`src/design/sic_defs.vh`:
```
`ifndef SIC_DEFS_VH
`define SIC_DEFS_VH
`define SIC_LEVELS       6
`define SIC_MASTER_BIT   7
`define SIC_EDGE_HI_BIT  7
`define SIC_EDGE_LO_BIT  6
`define SIC_ACK_CYCLES   24
`define SIC_SYNC_STAGES  2
`define SIC_ST_IDLE      3'h0
`define SIC_ST_PUSH_PCL  3'h1
`define SIC_ST_PUSH_PCH  3'h2
`define SIC_ST_PUSH_FLG  3'h3
`define SIC_ST_FETCH_VH  3'h4
`define SIC_ST_FETCH_VL  3'h5
`define SIC_ST_BRANCH    3'h6
`endif

```
`src/design/sic_ctrl.v`:
```
`timescale 1ns/1ns
`include "sic_defs.vh"
module sic_ctrl
#(
	parameter EDGE_SELECT_EN = 1
)
(
	input  wire       core_clk,
	input  wire       rst_b,
	input  wire [5:0] int_req,
	input  wire       first_edge_pin,
	input  wire       second_edge_pin,
	input  wire       fetch_sample,
	input  wire       enable_interrupts_op,
	input  wire       disable_interrupts_op,
	input  wire       interrupt_return_op,
	input  wire       prio_wr,
	input  wire       mask_wr,
	input  wire       flags_wr,
	input  wire [7:0] wr_data,
	input  wire       ack_step,
	output reg  [7:0] interrupt_enable_mask,
	output reg  [7:0] interrupt_request_flags,
	output reg        int_pending,
	output reg        ack_busy,
	output reg  [2:0] ack_phase,
	output reg  [2:0] serviced_level,
	output reg  [3:0] vector_addr_hi,
	output reg  [3:0] vector_addr_lo
);
	reg [7:0] prio_q;
	reg [5:0] latch_q;
	reg       armed_q;
	reg [4:0] ack_cnt_q;
	reg [1:0] step_q;
	reg       pend_d;
	reg [2:0] win_d;
	reg [5:0] new_lat;
	reg [5:0] flags_d;
	wire      pulse_a;
	wire      pulse_b;
	wire [5:0] eligible;
	wire [5:0] hw_req;
	wire       do_sample;

	sic_pin_edge u_edge_a
	(
		.core_clk   (core_clk),
		.rst_b      (rst_b),
		.pin_in     (first_edge_pin),
		.edge_sel   ({interrupt_request_flags[`SIC_EDGE_HI_BIT] & interrupt_request_flags[`SIC_EDGE_LO_BIT],
			interrupt_request_flags[`SIC_EDGE_HI_BIT] & ~interrupt_request_flags[`SIC_EDGE_LO_BIT]}),
		.edge_pulse (pulse_a)
	);

	sic_pin_edge u_edge_b
	(
		.core_clk   (core_clk),
		.rst_b      (rst_b),
		.pin_in     (second_edge_pin),
		.edge_sel   ({1'b0, interrupt_request_flags[`SIC_EDGE_LO_BIT]} |
			{interrupt_request_flags[`SIC_EDGE_HI_BIT] & interrupt_request_flags[`SIC_EDGE_LO_BIT], 1'b0}),
		.edge_pulse (pulse_b)
	);

	// Pins feed levels 2 and 0; internal sources are ORed in
	assign hw_req = int_req | {3'h0, pulse_a, 1'b0, pulse_b};

	assign eligible = interrupt_request_flags[5:0] & interrupt_enable_mask[5:0] &
		{6{interrupt_enable_mask[`SIC_MASTER_BIT]}};

	assign do_sample = fetch_sample & ~ack_busy;

	function [2:0] grp_pick;
		input [1:0] grp;
		input [5:0] el;
		input [7:0] pr;
		reg   [2:0] hi;
		reg   [2:0] lo;
		begin
			hi = 3'd0;
			lo = 3'd0;
			case (grp)
				2'd0:
				begin
					hi = pr[5] ? 3'd3 : 3'd5;
					lo = pr[5] ? 3'd5 : 3'd3;
				end
				2'd1:
				begin
					hi = pr[2] ? 3'd0 : 3'd2;
					lo = pr[2] ? 3'd2 : 3'd0;
				end
				default:
				begin
					hi = pr[1] ? 3'd4 : 3'd1;
					lo = pr[1] ? 3'd1 : 3'd4;
				end
			endcase
			grp_pick = el[hi] ? hi : lo;
		end
	endfunction

	function grp_any;
		input [1:0] grp;
		input [5:0] el;
		begin
			case (grp)
				2'd0:    grp_any = el[3] | el[5];
				2'd1:    grp_any = el[0] | el[2];
				default: grp_any = el[1] | el[4];
			endcase
		end
	endfunction

	// Group order codes: 0=A 1=B 2=C
	reg [5:0] order;
	integer   g;
	always @*
	begin
		order  = 6'h0;
		pend_d = 1'b0;
		win_d  = 3'd0;
		case ({prio_q[4], prio_q[3], prio_q[0]})
			3'b001:  order = {2'd2, 2'd0, 2'd1};
			3'b010:  order = {2'd0, 2'd1, 2'd2};
			3'b011:  order = {2'd0, 2'd2, 2'd1};
			3'b100:  order = {2'd1, 2'd2, 2'd0};
			3'b101:  order = {2'd2, 2'd1, 2'd0};
			3'b110:  order = {2'd1, 2'd0, 2'd2};
			default: order = {2'd0, 2'd1, 2'd2};
		endcase
		for (g = 0; g < 3; g = g + 1)
		begin
			if (!pend_d && grp_any(order[5-2*g -: 2], eligible))
			begin
				pend_d = 1'b1;
				win_d  = grp_pick(order[5-2*g -: 2], eligible, prio_q);
			end
		end
	end

	always @*
	begin
		new_lat = latch_q | hw_req;
		flags_d = interrupt_request_flags[5:0];
		if (do_sample)
			flags_d = flags_d | latch_q;
		if (flags_wr && armed_q)
			flags_d = wr_data[5:0] | (do_sample ? latch_q : 6'h0);
	end

	always @(posedge core_clk or negedge rst_b)
	begin
		if (!rst_b)
		begin
			prio_q                  <= 8'h00;
			interrupt_enable_mask   <= 8'h00;
			interrupt_request_flags <= 8'h00;
			latch_q                 <= 6'h00;
			armed_q                 <= 1'b0;
			int_pending             <= 1'b0;
			ack_busy                <= 1'b0;
			ack_phase               <= `SIC_ST_IDLE;
			ack_cnt_q               <= 5'h0;
			step_q                  <= 2'h0;
			serviced_level          <= 3'd0;
			vector_addr_hi          <= 4'h0;
			vector_addr_lo          <= 4'h0;
		end
		else
		begin
			int_pending <= pend_d & ~ack_busy;
			if (enable_interrupts_op)
				armed_q <= 1'b1;
			if (prio_wr)
				prio_q <= wr_data;
			if (armed_q)
				latch_q <= do_sample ? hw_req : new_lat;
			interrupt_request_flags[5:0] <= armed_q ? flags_d : 6'h00;
			if (EDGE_SELECT_EN != 0 && flags_wr && armed_q)
				interrupt_request_flags[7:6] <= wr_data[7:6];
			else if (EDGE_SELECT_EN == 0)
				interrupt_request_flags[7:6] <= 2'h0;
			if (mask_wr)
				interrupt_enable_mask <= wr_data;
			if (enable_interrupts_op)
				interrupt_enable_mask[`SIC_MASTER_BIT] <= 1'b1;
			else if (disable_interrupts_op)
				interrupt_enable_mask[`SIC_MASTER_BIT] <= 1'b0;
			else if (interrupt_return_op)
				interrupt_enable_mask[`SIC_MASTER_BIT] <= 1'b1;
			if (!ack_busy && do_sample && pend_d)
			begin
				ack_busy                                <= 1'b1;
				ack_cnt_q                               <= 5'h0;
				step_q                                  <= 2'h0;
				ack_phase                               <= `SIC_ST_PUSH_PCL;
				serviced_level                          <= win_d;
				vector_addr_hi                          <= {win_d, 1'b0};
				vector_addr_lo                          <= {win_d, 1'b1};
				interrupt_enable_mask[`SIC_MASTER_BIT]  <= 1'b0;
				interrupt_request_flags[win_d]          <= 1'b0;
			end
			else if (ack_busy)
			begin
				ack_cnt_q <= ack_cnt_q + 5'h1;
				if (ack_step)
					step_q <= step_q + 2'h1;
				if (ack_cnt_q == `SIC_ACK_CYCLES - 1)
				begin
					ack_busy  <= 1'b0;
					ack_phase <= `SIC_ST_IDLE;
				end
				else if (ack_cnt_q[1:0] == 2'h3)
				begin
					case (ack_phase)
						`SIC_ST_PUSH_PCL: ack_phase <= `SIC_ST_PUSH_PCH;
						`SIC_ST_PUSH_PCH: ack_phase <= `SIC_ST_PUSH_FLG;
						`SIC_ST_PUSH_FLG: ack_phase <= `SIC_ST_FETCH_VH;
						`SIC_ST_FETCH_VH: ack_phase <= `SIC_ST_FETCH_VL;
						`SIC_ST_FETCH_VL: ack_phase <= `SIC_ST_BRANCH;
						default:          ack_phase <= ack_phase;
					endcase
				end
			end
		end
	end
endmodule // sic_ctrl

```
`src/design/sic_pin_edge.v`:
```
`timescale 1ns/1ns
`include "sic_defs.vh"
module sic_pin_edge
(
	input  wire       core_clk,
	input  wire       rst_b,
	input  wire       pin_in,
	input  wire [1:0] edge_sel,
	output reg        edge_pulse
);
	reg [`SIC_SYNC_STAGES-1:0] sync_q;
	reg                        prev_q;
	reg [2:0]                  fill_q;
	wire                       rise;
	wire                       fall;

	// Edges stay masked until both sync flops and prev_q hold real pin samples,
	// so the pin's idle level after reset never looks like a transition
	assign rise = fill_q[2] & sync_q[1] & ~prev_q;
	assign fall = fill_q[2] & ~sync_q[1] & prev_q;

	always @(posedge core_clk or negedge rst_b)
	begin
		if (!rst_b)
		begin
			sync_q     <= 2'h0;
			prev_q     <= 1'b0;
			fill_q     <= 3'h0;
			edge_pulse <= 1'b0;
		end
		else
		begin
			fill_q     <= {fill_q[1:0], 1'b1};
			sync_q     <= {sync_q[0], pin_in};
			prev_q     <= sync_q[1];
			case (edge_sel)
				2'h0:    edge_pulse <= fall;
				2'h1:    edge_pulse <= rise;
				2'h2:    edge_pulse <= rise | fall;
				default: edge_pulse <= rise | fall;
			endcase
		end
	end
endmodule // sic_pin_edge

```
`config.mk`:
```
export PLATFORM = sky130hd
export DESIGN_NAME = sic_ctrl
export DESIGN_NICKNAME = d
export VERILOG_FILES = /design/src/design/sic_ctrl.v /design/src/design/sic_pin_edge.v
export VERILOG_INCLUDE_DIRS = /design/src /design/src/design
export SDC_FILE = /design/constraint.sdc
export NUM_CORES = 1
export LEC_CHECK = 0
export BUFFER_PORTS_ARGS = -buffer_cell sky130_fd_sc_hd__buf_4
export CAP_MARGIN = 30
export CORE_AREA = 2 2 79 81
export DETAILED_ROUTE_END_ITERATION = 16
export DIE_AREA = 0 0 81 83
export GPL_ROUTABILITY_DRIVEN = 1
export GPL_TIMING_DRIVEN = 1
export PLACE_DENSITY_LB_ADDON = 0.05
export SLEW_MARGIN = 40
export SYNTH_ARGS = -nofsm -noshare
export SYNTH_HDL_FRONTEND = slang
export SYNTH_SLANG_ARGS = --single-unit
```
`constraint.sdc`:
```
create_clock -name core_clk -period 2.9 [get_ports core_clk]
set_input_delay 0 -clock core_clk [delete_from_list [all_inputs] [get_ports core_clk]]
set_output_delay 0 -clock core_clk [all_outputs]
set_load 0.01 [all_outputs]
```
==> flow_summary_export.csv <==
group,metric,value,unit
cts,clockRootBuffer,"clkbuf_8",
die,coreArea,5820,um^2
die,die_area,6720,um^2
synthesis,synth.ff_latch_count,54,
global_routing,grt_pass1_wl,13400,um
global_routing,grt_overflow,0,
place,io_buffers,55,
synthesis,synth_largest_area_cell,"dfrtp_1",
synthesis,synth_edf_count,0,
timing,worst_slack,0.226,ns
global_routing,grt_max_degree,55,
synthesis,synth_top_cells_by_count,"54 x dfrtp_1, 37 x nand2_1, 18 x nor2_1, 18 x o21ai_0, 13 x mux2_2",
detailed_routing,remaining_drc_errors,0,
timing,worst_slew_pin_slew,0.664,ns
timing,rsz0062_at_grt,"false",
finish,nets,420,
timing,min_period,2.67,ns
place,placed_area,3600,um^2
finish,drive_gt1_share,25.6,%
synthesis,ys_async_sr_fraction,100,%
timing,hold_viol,0,
timing,hold_slack,0.0302,ns
synthesis,syn_avg_cell_area,9.79,um^2
critical_path,cp_data_required_time,3.08,ns
synthesis,ys_warn_count,0,
timing,max-slew-margin-rel,55.7,%
detailed_routing,vias,2776,
detailed_routing,wire_per_inst,17.1,um
timing,fmax,374,MHz
cts,cts_tree,"done",
finish,fin_area,3930,um^2
timing,skew,0.0166,ns
critical_path,ff2ff_path_depth,7,
min_path,holdPathStages,2,
synthesis,yosys-top-cells-area,"dfrtp_1 42%, mux2_2 4.6%, nand2_1 4.3%",
run_status,status,"complete, no violations",
cts,cts_inserted_buffers,5,
finish,area_delta_synth_final,22.7,%
power,ir_drop,499,uV
synthesis,synth.most_common_cell,"dfrtp_1",
synthesis,synth_ff_type,"dfrtp_1",
synthesis,synth_cell_types,70,
critical_path,cp_max_fo,16,
critical_path,critical_path.startpoint_type,"flop",
die,start_util,55.0,%
global_routing,antenna_found_initial,0,
die,dieWidth,81,um
synthesis,synth_top_cell_area_share,42.2,%
global_routing,grtUsageTotal,25.4,%
synthesis,syn_nets,354,
cts,postCtsSetupRepairBufs,0,
power,power,2.71,mW
detailed_routing,drt_iter0_drc,177,
cts,insertion_delay,0.31,ns
detailed_routing,wl,8010,um
detailed_routing,drt_pass1_iterations,4,
detailed_routing,final_antenna_net_count,0,
power,power_density,691,nW/um^2
synthesis,ys_seq_area_share,42.2,%
timing,fin_setup_tns,0,ns
critical_path,critPathArrivalTime,2.86,ns
place,dp_hpwl,5760,um
cts,clock_path_buffers,2,
min_path,min_from,"mask_wr",
power,p_leak,1.73,nW
detailed_routing,post_drt_via_cell_ratio,5.92,
critical_path,cp-startpoint,"prio_q[3]$_DFFE_PN0P_",
finish,final_util,67.5,%
die,rows,28,
critical_path,reg2reg_slack,0.23,ns
critical_path,r2r_start,"prio_q[3]$_DFFE_PN0P_",
job,max_cap_violations,0,
cts,clkSinkCount,54,
finish,antenna_cells,0,
finish,fin_cells,469,
timing,setup_viol,0,
timing,min_period_over_period,92.2,%
finish,fillCellCount,485,
min_path,min_path_type,"in -> reg",
cts,htree_levels,2,
cts,cts-resized-gates,0,
critical_path,crit_type,"reg -> reg",
synthesis,synth_area,3200,um^2
place,dpl.cell_count,438,
place,dp_slack,0.333,ns
place,gp_congestion,0.907,
die,die_h,83,um
timing,slew_violations,0,
critical_path,cp-end-kind,"flop",
global_routing,first_global_vias,2730,
synthesis,synth_cells,327,
die,ioPinCount,58,
cts,path_clk_slew,0.11,ns
[final timing paths]
| path | end |
|---|---|
| worst max-delay path | interrupt_request_flags[4]$_DFF_PN0_ |
| worst min-delay path | interrupt_enable_mask[4]$_DFFE_PN0P_ |
| worst max register to register | interrupt_request_flags[4]$_DFF_PN0_ |
| worst min register to register | u_edge_a.sync_q[1]$_DFF_PN0_ |
| max in group asynchronous | ack_cnt_q[1]$_DFFE_PN0P_ |
| min in group asynchronous | interrupt_request_flags[6]$_DFF_PN0_ |
[kinds of logic after synthesis]
kind of cell	share of synthesized area [%]
adder cells (fa/ha/maj)	0.391
flip-flops	42.2
other	0.235
XOR/XNOR	1.37
AO/OA/AOI/OAI	25.2
AND/OR/NAND/NOR	18.6
multiplexers	6.45
buffers and inverters	5.55
[area by class of cell]
cell class | count | area [um^2] | area share [%]
clock buffers | 6 | 82.6 | 2.10
clock inverters | 2 | 12.5 | 0.319
inverters | 7 | 26.3 | 0.669
multi-input cells | 241 | 1670 | 42.6
flip-flops and latches | 54 | 1350 | 34.4
well taps | 75 | 93.8 | 2.39
repair buffers | 84 | 688 | 17.5
[power by group]
| part | switching, mW | internal [mW] |
|---|---|---|
| Combinational | 0.573 | 0.566 |
| Clock | 0.242 | 0.192 |
| Sequential | 0.226 | 0.915 |
[state kept, by name, indices dropped and copies added, names as in the netlist]
name and count:
ack_busy 1, vector_addr_lo 4, u_edge_b.fill_q 1, interrupt_request_flags 8
interrupt_enable_mask 8, u_edge_b.prev_q 1, u_edge_a.fill_q 2, u_edge_a.edge_pulse 1
ack_phase 3, u_edge_b.sync_q 2, int_pending 1, prio_q 6
latch_q 6, armed_q 1, u_edge_a.sync_q 2, u_edge_b.edge_pulse 1
ack_cnt_q 5, u_edge_a.prev_q 1
[metal layers]
metal	up-vias	part of all wire (%)	global-route usage [%]
li1	1337	-	-
met1	1352	43	33.0
met2	72	51	41.5
met3	15	3.9	5.11
met4	0	2.0	9.24
met5	-	0	0
[cell usage in the layout, fill, tap and decap left out, types with 4 or more instances in the layout]
| cell | instances |
|---|---|
| a21oi_1 | 7 |
| nand3_1 | 11 |
| clkbuf_8 | 6 |
| nor2_1 | 18 |
| nor3_1 | 7 |
| a31oi_1 | 4 |
| mux2i_1 | 6 |
| nand3b_1 | 4 |
| a22o_1 | 9 |
| a211oi_1 | 5 |
| inv_1 | 5 |
| nor2b_1 | 11 |
| dlygate4sd3_1 | 23 |
| xor2_1 | 4 |
| mux2_2 | 13 |
| dfrtp_1 | 54 |
| a221o_1 | 6 |
| buf_4 | 61 |
| nand2b_1 | 4 |
| and2_1 | 5 |
| nand2_1 | 37 |
| o21ai_0 | 18 |
| a22oi_1 | 5 |
[critical path, stage by stage (launching register included)]
cell and delay (ns):
dfrtp_1 0.65, inv_2 0.18, a32oi_1 0.43, o21bai_1 0.24, a311oi_1 0.14, a311oi_1 0.45, a31oi_1 0.14, o311a_1 0.31
[timing repair]
| action | in CTS | in global routing |
|---|---|---|
| endpoints found under the hold margin | 79 | 0 |
| endpoints found under the setup margin | 0 | 0 |
| hold buffers | 23 | 0 |
Note: power is estimated with default switching activity, not from simulation.
